$ cat config.mk
export PLATFORM = sky130hd
export DESIGN_NAME = fsp_flash_dev_flat
export DESIGN_NICKNAME = d
export VERILOG_FILES = /design/src/fsp_pkg.sv /design/src/fsp_link_if.sv /design/src/fsp_flash_dev.sv /design/src/fsp_plane_map.sv /design/src/flat_wrapper.sv
export SDC_FILE = /design/constraint.sdc
export NUM_CORES = 1
export LEC_CHECK = 0
export BUFFER_PORTS_ARGS = -buffer_cell sky130_fd_sc_hd__buf_2
export CAP_MARGIN = 10
export CORE_ASPECT_RATIO = 0.8
export CORE_UTILIZATION = 48
export CTS_CLUSTER_SIZE = 8
export DETAILED_ROUTE_END_ITERATION = 6
export GPL_ROUTABILITY_DRIVEN = 0
export PLACE_DENSITY = 0.69
export SYNTH_ARGS = -nofsm -noshare
export SYNTH_HDL_FRONTEND = slang
export SYNTH_SLANG_ARGS = --single-unit
$ cat constraint.sdc
create_clock -name SYS_CLK -period 3.49 [get_ports SYS_CLK]
set_input_delay 0.698 -clock SYS_CLK [delete_from_list [all_inputs] [get_ports SYS_CLK]]
set_output_delay 0.698 -clock SYS_CLK [all_outputs]
set_load 0.1 [all_outputs]
$ cat src/fsp_pkg.sv
// Shared constants and types for the flash status and partition logic
package fsp_pkg;
	// Command codes carried on the link
	localparam logic [7:0] CMD_ERASE = 8'h20;
	localparam logic [7:0] CMD_CHIP_ERASE = 8'h30;
	localparam logic [7:0] CMD_PROGRAM = 8'h40;
	localparam logic [7:0] CMD_OTP = 8'hc0;
	localparam logic [7:0] CMD_PAGE = 8'he8;
	localparam logic [7:0] CMD_SUSPEND = 8'hb0;
	localparam logic [7:0] CMD_RESUME = 8'hd0;
	localparam logic [7:0] CMD_CLEAR = 8'h50;
	localparam logic [7:0] CMD_READ_SR = 8'h70;
	localparam logic [7:0] CMD_READ_XSR = 8'h71;
	localparam logic [7:0] CMD_READ_PCR = 8'h90;
	localparam logic [7:0] CMD_LOCK = 8'h60;
	localparam logic [7:0] CMD_CONFIG = 8'h61;
	// Confirm codes in the low data byte
	localparam logic [7:0] CONF_ERASE = 8'hd0;
	localparam logic [7:0] CONF_LOCK_SET = 8'h01;
	localparam logic [7:0] CONF_LOCK_CLEAR = 8'hd0;
	localparam logic [7:0] CONF_LOCK_DOWN = 8'h2f;
	localparam logic [7:0] CONF_CONFIG = 8'h04;
	// Status bit positions
	localparam int SR_READY = 7;
	localparam int SR_ESUS = 6;
	localparam int SR_EERR = 5;
	localparam int SR_PERR = 4;
	localparam int SR_ACCF = 3;
	localparam int SR_PSUS = 2;
	localparam int SR_LOCK = 1;
	localparam int XSR_AVAIL = 7;
	localparam int PCR_LSB = 8;
	localparam int PCR_MSB = 10;
	// Reserved-bit masks
	localparam logic [15:0] SR_MASK = 16'h00fe;
	localparam logic [15:0] XSR_MASK = 16'h0080;
	localparam logic [15:0] PCR_MASK = 16'h0700;
	// Reset layouts
	localparam logic [2:0] PCR_BOTTOM_RESET = 3'b001;
	localparam logic [2:0] PCR_TOP_RESET = 3'b100;
	// Default operation lengths in cycles and page retry count
	localparam int ERASE_CYCLES_DEF = 64;
	localparam int PROGRAM_CYCLES_DEF = 16;
	localparam int PAGE_RETRY_DEF = 4;

	typedef enum logic [2:0] {
		LAYOUT_NONE = 3'b000,
		LAYOUT_P0_P123 = 3'b001,
		LAYOUT_P01_P23 = 3'b010,
		LAYOUT_P0_P1_P23 = 3'b011,
		LAYOUT_P012_P3 = 3'b100,
		LAYOUT_P0_P12_P3 = 3'b101,
		LAYOUT_P01_P2_P3 = 3'b110,
		LAYOUT_FOUR = 3'b111
	} fsp_layout_e;

	typedef enum logic [2:0] {
		HS_IDLE = 3'b000,
		HS_WAIT_RD = 3'b001,
		HS_XSR_SEND = 3'b010,
		HS_XSR_WAIT = 3'b011,
		HS_POLL_SEND = 3'b100,
		HS_POLL_WAIT = 3'b101
	} fsp_host_state_e;
endpackage : fsp_pkg

$ cat src/fsp_link_if.sv
// Link between the flash host controller and the flash status logic
`timescale 1ns/1ps
`default_nettype none
interface fsp_link_if;
	logic req_valid;
	logic [7:0] req_cmd;
	logic [1:0] req_plane;
	logic [15:0] req_data;
	logic resp_valid;
	logic [15:0] resp_data;
	logic ready_busy_output;

	modport dev (
		input req_valid,
		input req_cmd,
		input req_plane,
		input req_data,
		output resp_valid,
		output resp_data,
		output ready_busy_output
	);

	modport host (
		output req_valid,
		output req_cmd,
		output req_plane,
		output req_data,
		input resp_valid,
		input resp_data,
		input ready_busy_output
	);
endinterface : fsp_link_if
`default_nettype wire

$ cat src/fsp_flash_dev.sv
// Flash device end: per-partition status, page buffer status, partition layout
// How it works
// - Bit 7 shows partition ready, zero when busy
// - Bit 6 set while erase is suspended
// - Bit 5 set on failed erase
// - Bit 4 set on failed program or OTP
// - Accelerator pin fault aborts, sets bit 3
// - Bit 2 set while program is suspended
// - Locked target aborts operation, sets bit 1
// - Status follows addressed partition, not engine
// - Host ignores bits 6..1 while busy
// - Improper sequence sets bits 5 and 4
// - Bit 3 updated only at operation start
// - Bit 1 updated only at operation start
// - Host polls bit 7 or ready output
// - Host masks reserved status bits
// - Page buffer command sets availability bit
// - Host reissues page command when unavailable
// - Layout 000 single partition, no dual work
// - Codes 001, 010, 100 give two partitions
// - Codes 011, 101, 110 give three partitions
// - Code 111 gives four partitions
// - Reset layout 001 bottom, 100 top
// - Host masks reserved configuration bits
`timescale 1ns/1ps
`default_nettype none
module fsp_flash_dev #(
	parameter int ERASE_CYCLES = fsp_pkg::ERASE_CYCLES_DEF,
	parameter int PROGRAM_CYCLES = fsp_pkg::PROGRAM_CYCLES_DEF,
	parameter bit TOP_PARAM = 1'b0
) (
	input wire logic SYS_CLK,
	input wire logic SYS_RST,
	fsp_link_if.dev LINK,
	input wire logic ACCEL_PIN_FAULT,
	input wire logic BLOCK_LOCKED,
	input wire logic ERASE_FAIL,
	input wire logic PROGRAM_FAIL,
	input wire logic PAGE_BUFFER_FREE,
	output logic [2:0] LAYOUT_CODE,
	output logic DUAL_WORK_ALLOWED
);
	localparam logic [15:0] ERASE_LEN = 16'(ERASE_CYCLES - 1);
	localparam logic [15:0] PROGRAM_LEN = 16'(PROGRAM_CYCLES - 1);
	localparam logic [2:0] LAYOUT_RESET =
		TOP_PARAM ? fsp_pkg::PCR_TOP_RESET : fsp_pkg::PCR_BOTTOM_RESET;

	logic acc_s1_reg, acc_s2_reg, acc_s3_reg, acc_lvl_reg;
	logic [2:0] layout_reg;
	logic xsr_avail_reg;
	logic eng_active_reg, eng_susp_reg, eng_erase_reg;
	logic [1:0] eng_part_reg;
	logic [15:0] eng_cnt_reg;
	logic [3:0] busy_reg, esus_reg, psus_reg, eerr_reg, perr_reg, accf_reg, lock_reg;
	logic [3:0] busy_next, esus_next, psus_next, eerr_next, perr_next, accf_next, lock_next;
	logic resp_valid_reg, ready_reg;
	logic [15:0] resp_data_reg, resp_data_next;
	logic [1:0] req_part;

	// Plane to partition decode
	fsp_plane_map u_fsp_plane_map (
		.code(layout_reg),
		.plane(LINK.req_plane),
		.part(req_part)
	);

	wire take = LINK.req_valid;
	wire [7:0] cmd = LINK.req_cmd;
	wire [7:0] conf = LINK.req_data[7:0];
	wire is_erase = take & ((cmd == fsp_pkg::CMD_ERASE) | (cmd == fsp_pkg::CMD_CHIP_ERASE));
	wire is_prog = take & ((cmd == fsp_pkg::CMD_PROGRAM) | (cmd == fsp_pkg::CMD_OTP));
	wire is_page = take & (cmd == fsp_pkg::CMD_PAGE);
	wire is_lock = take & (cmd == fsp_pkg::CMD_LOCK);
	wire is_cfg = take & (cmd == fsp_pkg::CMD_CONFIG);
	wire is_clear = take & (cmd == fsp_pkg::CMD_CLEAR);
	wire erase_conf = conf == fsp_pkg::CONF_ERASE;
	wire lock_conf = (conf == fsp_pkg::CONF_LOCK_SET) | (conf == fsp_pkg::CONF_LOCK_CLEAR)
		| (conf == fsp_pkg::CONF_LOCK_DOWN);
	wire cfg_conf = conf == fsp_pkg::CONF_CONFIG;
	wire page_ok = is_page & PAGE_BUFFER_FREE & ~eng_active_reg;
	wire start_ok = ~eng_active_reg & ((is_erase & erase_conf) | is_prog | page_ok);
	wire abort_accel = start_ok & acc_lvl_reg;
	wire abort_lock = start_ok & BLOCK_LOCKED;
	wire launch = start_ok & ~acc_lvl_reg & ~BLOCK_LOCKED;
	wire improper = (is_erase & ~erase_conf) | (is_lock & ~lock_conf) | (is_cfg & ~cfg_conf)
		| ((is_erase | is_prog) & eng_active_reg);
	wire same_part = req_part == eng_part_reg;
	wire done = eng_active_reg & ~eng_susp_reg & (eng_cnt_reg == 16'h0000);
	// No suspend in the finishing cycle, else the suspend bit sticks
	wire suspend = take & (cmd == fsp_pkg::CMD_SUSPEND) & eng_active_reg & ~eng_susp_reg
		& same_part & ~done;
	wire resume = take & (cmd == fsp_pkg::CMD_RESUME) & eng_susp_reg & same_part;
	wire launch_erase = is_erase;

	// Per-partition status updates; sets come last so they win over a clear
	always_comb begin
		busy_next = busy_reg;
		esus_next = esus_reg;
		psus_next = psus_reg;
		eerr_next = eerr_reg;
		perr_next = perr_reg;
		accf_next = accf_reg;
		lock_next = lock_reg;
		for (int i = 0; i < 4; i++) begin
			if ((is_clear | launch) && req_part == 2'(i)) begin
				eerr_next[i] = 1'b0;
				perr_next[i] = 1'b0;
				accf_next[i] = 1'b0;
				lock_next[i] = 1'b0;
			end
			if (launch && req_part == 2'(i)) begin
				busy_next[i] = 1'b1;
			end
			if (suspend && eng_part_reg == 2'(i)) begin
				busy_next[i] = 1'b0;
				esus_next[i] = eng_erase_reg;
				psus_next[i] = ~eng_erase_reg;
			end
			if (resume && eng_part_reg == 2'(i)) begin
				busy_next[i] = 1'b1;
				esus_next[i] = 1'b0;
				psus_next[i] = 1'b0;
			end
			if (done && eng_part_reg == 2'(i)) begin
				busy_next[i] = 1'b0;
				eerr_next[i] = eerr_reg[i] | (eng_erase_reg & ERASE_FAIL);
				perr_next[i] = perr_reg[i] | (~eng_erase_reg & PROGRAM_FAIL);
			end
			if (abort_accel && req_part == 2'(i)) begin
				accf_next[i] = 1'b1;
			end
			if (abort_lock && req_part == 2'(i)) begin
				lock_next[i] = 1'b1;
			end
			if (improper && req_part == 2'(i)) begin
				eerr_next[i] = 1'b1;
				perr_next[i] = 1'b1;
			end
		end
	end

	// Read answers for the addressed partition
	always_comb begin
		resp_data_next = 16'h0000;
		if (cmd == fsp_pkg::CMD_READ_SR) begin
			resp_data_next[fsp_pkg::SR_READY] = ~busy_reg[req_part];
			resp_data_next[fsp_pkg::SR_ESUS] = esus_reg[req_part];
			resp_data_next[fsp_pkg::SR_EERR] = eerr_reg[req_part];
			resp_data_next[fsp_pkg::SR_PERR] = perr_reg[req_part];
			resp_data_next[fsp_pkg::SR_ACCF] = accf_reg[req_part];
			resp_data_next[fsp_pkg::SR_PSUS] = psus_reg[req_part];
			resp_data_next[fsp_pkg::SR_LOCK] = lock_reg[req_part];
		end else if (cmd == fsp_pkg::CMD_READ_XSR) begin
			resp_data_next[fsp_pkg::XSR_AVAIL] = xsr_avail_reg;
		end else if (cmd == fsp_pkg::CMD_READ_PCR) begin
			resp_data_next[fsp_pkg::PCR_MSB:fsp_pkg::PCR_LSB] = layout_reg;
		end
	end

	wire is_read = take & ((cmd == fsp_pkg::CMD_READ_SR) | (cmd == fsp_pkg::CMD_READ_XSR)
		| (cmd == fsp_pkg::CMD_READ_PCR));

	// Accelerator pin synchroniser with agreement filter
	always_ff @(posedge SYS_CLK) begin
		acc_s1_reg <= ACCEL_PIN_FAULT;
		acc_s2_reg <= acc_s1_reg;
		acc_s3_reg <= acc_s2_reg;
		if (SYS_RST) begin
			acc_lvl_reg <= 1'b0;
		end else if (acc_s2_reg == acc_s3_reg) begin
			acc_lvl_reg <= acc_s3_reg;
		end
	end

	// Layout and page buffer status
	always_ff @(posedge SYS_CLK) begin
		if (SYS_RST) begin
			layout_reg <= LAYOUT_RESET;
			xsr_avail_reg <= 1'b0;
		end else begin
			if (is_cfg && cfg_conf) begin
				layout_reg <= LINK.req_data[fsp_pkg::PCR_MSB:fsp_pkg::PCR_LSB];
			end
			if (is_page) begin
				xsr_avail_reg <= page_ok;
			end
		end
	end

	// Shared write engine
	always_ff @(posedge SYS_CLK) begin
		if (SYS_RST) begin
			eng_active_reg <= 1'b0;
			eng_susp_reg <= 1'b0;
			eng_erase_reg <= 1'b0;
			eng_part_reg <= 2'b00;
			eng_cnt_reg <= 16'h0000;
		end else if (launch) begin
			eng_active_reg <= 1'b1;
			eng_erase_reg <= launch_erase;
			eng_part_reg <= req_part;
			eng_cnt_reg <= launch_erase ? ERASE_LEN : PROGRAM_LEN;
		end else if (done) begin
			eng_active_reg <= 1'b0;
		end else if (suspend) begin
			eng_susp_reg <= 1'b1;
		end else if (resume) begin
			eng_susp_reg <= 1'b0;
		end else if (eng_active_reg && !eng_susp_reg) begin
			eng_cnt_reg <= eng_cnt_reg - 16'h0001;
		end
	end

	// Partition status vectors
	always_ff @(posedge SYS_CLK) begin
		if (SYS_RST) begin
			busy_reg <= 4'h0;
			esus_reg <= 4'h0;
			psus_reg <= 4'h0;
			eerr_reg <= 4'h0;
			perr_reg <= 4'h0;
			accf_reg <= 4'h0;
			lock_reg <= 4'h0;
		end else begin
			busy_reg <= busy_next;
			esus_reg <= esus_next;
			psus_reg <= psus_next;
			eerr_reg <= eerr_next;
			perr_reg <= perr_next;
			accf_reg <= accf_next;
			lock_reg <= lock_next;
		end
	end

	// Link answers
	always_ff @(posedge SYS_CLK) begin
		if (SYS_RST) begin
			resp_valid_reg <= 1'b0;
			resp_data_reg <= 16'h0000;
			ready_reg <= 1'b1;
		end else begin
			resp_valid_reg <= is_read;
			if (is_read) begin
				resp_data_reg <= resp_data_next;
			end
			ready_reg <= ~((eng_active_reg & ~eng_susp_reg & ~done) | launch | resume);
		end
	end

	assign LINK.resp_valid = resp_valid_reg;
	assign LINK.resp_data = resp_data_reg;
	assign LINK.ready_busy_output = ready_reg;
	assign LAYOUT_CODE = layout_reg;
	assign DUAL_WORK_ALLOWED = layout_reg != fsp_pkg::LAYOUT_NONE;
endmodule : fsp_flash_dev
`default_nettype wire

$ cat src/fsp_plane_map.sv
// Plane to partition index decoder for the layout code
`timescale 1ns/1ps
`default_nettype none
module fsp_plane_map (
	input wire logic [2:0] code,
	input wire logic [1:0] plane,
	output logic [1:0] part
);
	logic [7:0] map;

	// Partition index of planes 3..2..1..0, two bits each
	always_comb begin
		case (fsp_pkg::fsp_layout_e'(code))
			fsp_pkg::LAYOUT_NONE: map = 8'h00;
			fsp_pkg::LAYOUT_P0_P123: map = 8'h54;
			fsp_pkg::LAYOUT_P01_P23: map = 8'h50;
			fsp_pkg::LAYOUT_P012_P3: map = 8'h40;
			fsp_pkg::LAYOUT_P0_P1_P23: map = 8'ha4;
			fsp_pkg::LAYOUT_P0_P12_P3: map = 8'h94;
			fsp_pkg::LAYOUT_P01_P2_P3: map = 8'h90;
			fsp_pkg::LAYOUT_FOUR: map = 8'he4;
			default: map = 8'h00;
		endcase
	end

	assign part = map[{plane, 1'b0} +: 2];
endmodule : fsp_plane_map
`default_nettype wire

$ cat src/flat_wrapper.sv
// flat-port wrapper written by rule: the top's interface ports become plain ports
module fsp_flash_dev_flat 
#(
	parameter int ERASE_CYCLES = fsp_pkg::ERASE_CYCLES_DEF,
	parameter int PROGRAM_CYCLES = fsp_pkg::PROGRAM_CYCLES_DEF,
	parameter bit TOP_PARAM = 1'b0
)
  (SYS_CLK, SYS_RST, ACCEL_PIN_FAULT, BLOCK_LOCKED, ERASE_FAIL, PROGRAM_FAIL, PAGE_BUFFER_FREE, LAYOUT_CODE, DUAL_WORK_ALLOWED, LINK_req_valid, LINK_req_cmd, LINK_req_plane, LINK_req_data, LINK_resp_valid, LINK_resp_data, LINK_ready_busy_output);
  fsp_link_if LINK_i ();
  input wire logic SYS_CLK;
  input wire logic SYS_RST;
  input wire logic ACCEL_PIN_FAULT;
  input wire logic BLOCK_LOCKED;
  input wire logic ERASE_FAIL;
  input wire logic PROGRAM_FAIL;
  input wire logic PAGE_BUFFER_FREE;
  output logic [2:0] LAYOUT_CODE;
  output logic DUAL_WORK_ALLOWED;
  input wire logic [$bits(LINK_i.req_valid)-1:0] LINK_req_valid;
  input wire logic [$bits(LINK_i.req_cmd)-1:0] LINK_req_cmd;
  input wire logic [$bits(LINK_i.req_plane)-1:0] LINK_req_plane;
  input wire logic [$bits(LINK_i.req_data)-1:0] LINK_req_data;
  output wire logic [$bits(LINK_i.resp_valid)-1:0] LINK_resp_valid;
  output wire logic [$bits(LINK_i.resp_data)-1:0] LINK_resp_data;
  output wire logic [$bits(LINK_i.ready_busy_output)-1:0] LINK_ready_busy_output;
  assign LINK_i.req_valid = LINK_req_valid;
  assign LINK_i.req_cmd = LINK_req_cmd;
  assign LINK_i.req_plane = LINK_req_plane;
  assign LINK_i.req_data = LINK_req_data;
  assign LINK_resp_valid = LINK_i.resp_valid;
  assign LINK_resp_data = LINK_i.resp_data;
  assign LINK_ready_busy_output = LINK_i.ready_busy_output;
  fsp_flash_dev #(.ERASE_CYCLES(ERASE_CYCLES), .PROGRAM_CYCLES(PROGRAM_CYCLES), .TOP_PARAM(TOP_PARAM)) u_core (.SYS_CLK(SYS_CLK), .SYS_RST(SYS_RST), .LINK(LINK_i), .ACCEL_PIN_FAULT(ACCEL_PIN_FAULT), .BLOCK_LOCKED(BLOCK_LOCKED), .ERASE_FAIL(ERASE_FAIL), .PROGRAM_FAIL(PROGRAM_FAIL), .PAGE_BUFFER_FREE(PAGE_BUFFER_FREE), .LAYOUT_CODE(LAYOUT_CODE), .DUAL_WORK_ALLOWED(DUAL_WORK_ALLOWED));
endmodule
==> summary.md <==
| Metric | Value |
|---|---|
| Dpl cells | `589` |
| CP Launch Type | `input pin` |
| R2r setup slk | `approximately 1100 ps` |
| Crit Path Class | `input pin to flip-flop` |
| Launching point of the worst reg2reg path | `u_core.eng_cnt_reg[0]$_SDFFE_PP0P_` |
| Chip Height | `82.50 um` |
| Average size of a mapped cell | `8.601 um2` |
| Post-CTS resize count | `0` |
| Non-filler cells, final | `605` |
| Die area | `about 8500 um2` |
| Final Core Density | `between 50% and 60%` |
| Starting Density | `51.14%` |
| Critical Path Start | `LINK_req_data[3]` |
| Switch share | `25.17%` |
| RSZ-0062 raised after global routing | `false` |
| Final instance area | `4400 um2` |
| Ys async rst share | `0%` |
| FF-to-FF End | `u_core.psus_reg[2]$_SDFFE_PP0P_` |
| Routed vias | `3553` |
| DR iter-0 viols | `between 200 and 250` |
| GRT Total Usage | `24.08%` |
| Warnings, synthesis | `0` |
| Detailed Place HPWL | `6946 um` |
| Mapped Area | `roughly 3900 um2` |
| Final ANT Viol Nets | `0` |
| Fillers | `720` |
| Combinational Power Share | `under 10%` |
| Setup slack at placement | `around 550 ps` |
| Slew Limit Fails | `0` |
| Sequential area share after synthesis | `38.11%` |
| Setup violations, final | `0` |
| Max-Cap Viols | `0` |
| Outcome | `completed` |
| Placed cell area | `4178 um2` |
| Total Power | `1.720 mW` |
| FF-to-FF path depth | `8` |
| Proportion of layout cells with a drive suffix above 1 | `19.80%` |
| WP data arrival | `2790 ps` |
| Leak | `1.729 nW` |
| Cells on Worst Hold Path | `0` |
| Sequential group share of total power | `49.3%` |
| Power per cell area | `390.9 nW/um2` |
| Number of flip-flops in the largest register | `16` |
| Inserted Diodes | `0` |
| Setup TNS | `0 ps` |
| Skew-Pair Late Insertion Delay | `370 ps` |
| Hold Path Class | `flip-flop to flip-flop` |
| Pint | `1.287 mW` |
| Ports | `56` |
| Port bufs | `44` |
| Initial antenna violation count | `0` |
| First-pass GRT wire length | `roughly 15000 um` |
| Total gr overflow | `0` |
| Max Clock Freq | `approximately 390 MHz` |
| Area delta synth->final | `13.20%` |
| WL final | `~9500 um` |
| Worst Max-Slew Pin Slew | `approximately 840 ps` |
| Largest net degree at the start of global routing | `38` |
| Hold Crit Endpoint | `u_core.acc_s2_reg$_DFF_P_` |
| Req. time, crit path | `3740 ps` |
| Clock power share | `a little over two fifths` |
| Ys flop type | `dfxtp_1` |
| Hold path start | `u_core.acc_s1_reg$_DFF_P_` |
| # hold bufs at CTS | `0` |
| Core Rows | `28` |
| Critical Path Fanout Max | `3` |
| Clock Skews | `about 13 ps` |
| Post-CTS setup buffers | `0` |
| CTS H-tree lvls | `3` |
| DRC violations left | `0` |
| Distinct cells, synth | `66` |
| Reg clk slew, reported paths | `90 ps` |
| Die Wd | `102.6 um` |
| Crit. End Element | `flip-flop` |
| CTS root buffer | `clkbuf_8` |
| Net load switching power | `0.4330 mW` |
| Post-synth EDFFs | `0` |
| Clock tree buffer depth | `2` |
| Core area | `around 7600 um2` |
| DR vias/cell | `5.873` |
| Pre-antenna DRT Iters | `5` |
| Clk sink count | `74` |
| Slew headroom | `43.95%` |
| Num CTS Buffers | `9` |
| Routed len/inst | `15.63 um` |
| Hold slack final | `336.0 ps` |
| Maximum vdd ir drop | `approximately 0.26 mV` |
| Synth Instances | `452` |
| CTS tree | `built` |
| Vias in the first global route | `approximately 3100` |
| Final worst setup slack | `946.3 ps` |
| Min cycle time layout | `2544 ps` |
| Layout Nets | `532` |
| Fin. Hold Viols | `0` |
| Yosys reg bits | `74` |
| Tcrit/Tclk final | `72.88%` |
-- how the worst max path moves through the flow --
stage          cells after the start  slack, ps                                     to
5_1_grt                            7        780    u_core.eng_cnt_reg[15]$_SDFFE_PP0P_
3_3_place_gp                      10        590  u_core.u_fsp_plane_map.map[6]$_DFF_P_
2_1_floorplan                      8        940  u_core.u_fsp_plane_map.map[6]$_DFF_P_
3_5_place_dp                      10        550  u_core.u_fsp_plane_map.map[6]$_DFF_P_
6_report                          10        950  u_core.u_fsp_plane_map.map[6]$_DFF_P_
4_1_cts                           10        920  u_core.u_fsp_plane_map.map[6]$_DFF_P_
-- area by class of cell --
class	count	area [um2]	area share [%]
Multi-Input combinational cell	333	2187	49.70
Sequential cell	74	1481	33.67
Timing Repair Buffer	53	287.8	6.540
Tap cell	105	131.4	2.985
Clock buffer	9	123.9	2.815
Clock inverter	7	98.84	2.246
Inverter	24	90.09	2.047
-- layer usage --
metal	global-route usage (%)	part of all wire [%]	up-vias	wire (um)
li1	-	-	1743	-
met2	36.07	43	123	4031
met3	6.734	7.9	13	746
met1	32.78	47	1674	4463
met4	9.429	2.3	0	215
met5	0	0	-	0
-- Yosys cell counts (4+ instances only) --
master	number	share of area (%)
buf_2	4	0.51
inv_1	24	2.3
dfxtp_1	74	38
mux4_2	7	4.1
nor2_1	43	4.2
o22ai_2	4	1.3
nand2b_1	9	1.4
clkbuf_1	12	1.2
a41oi_1	4	0.90
nor3_1	15	1.9
buf_4	6	1.2
o211ai_1	10	1.9
o2bb2ai_1	4	0.90
a22oi_1	17	3.3
nor2b_1	6	0.97
nor4_1	6	0.97
nand2_1	37	3.6
o21ai_0	28	3.6
or4_1	5	0.97
a21oi_1	20	2.6
a31oi_1	7	1.1
and3_1	5	0.80
or3_1	15	2.4
and2_1	4	0.64
nand3_1	10	1.3
mux2i_1	9	2.3
nand4_1	5	0.80
-- worst max-delay path, stage by stage --
cell	delay, ps
buf_2	110
nor4_1	330
and3_1	250
nor3b_1	340
buf_4	200
mux2i_1	240
nand2_1	130
inv_1	70
ha_1	250
xor2_1	170
-- cells by family (layout without fill, tap and decap cells) --
logic type,count (synthesis),after routing,share of synthesized area (%)
mux,18,18,7.049
flops,74,74,38.11
xor+xnor,5,5,1.127
simple gates,184,184,25.84
compound gates,117,117,20.70
other cells,1,6,0.09646
fa+ha+maj,3,3,0.9657
buf+inv,50,93,6.115
-- cells in the final DEF, fill, tap and decap left out, types with 10 or more instances in the layout --
master / n
a21oi_1: 20
o211ai_1: 10
dfxtp_1: 74
nand2_1: 37
a22oi_1: 17
inv_1: 24
buf_2: 44
or3_1: 15
nor2_1: 43
nand3_1: 10
o21ai_0: 28
nor3_1: 15
-- power groups by stage --
stage	combinational, mW	clock, mW	sequential (mW)
after global routing	0.127	0.809	0.849
after CTS	0.117	0.764	0.849
final	0.118	0.753	0.849
after floorplan	0.0865	0	0.869
after global placement	0.115	0	0.868
after detailed placement	0.117	0	0.869
Note: power is estimated with default switching activity, not from simulation.
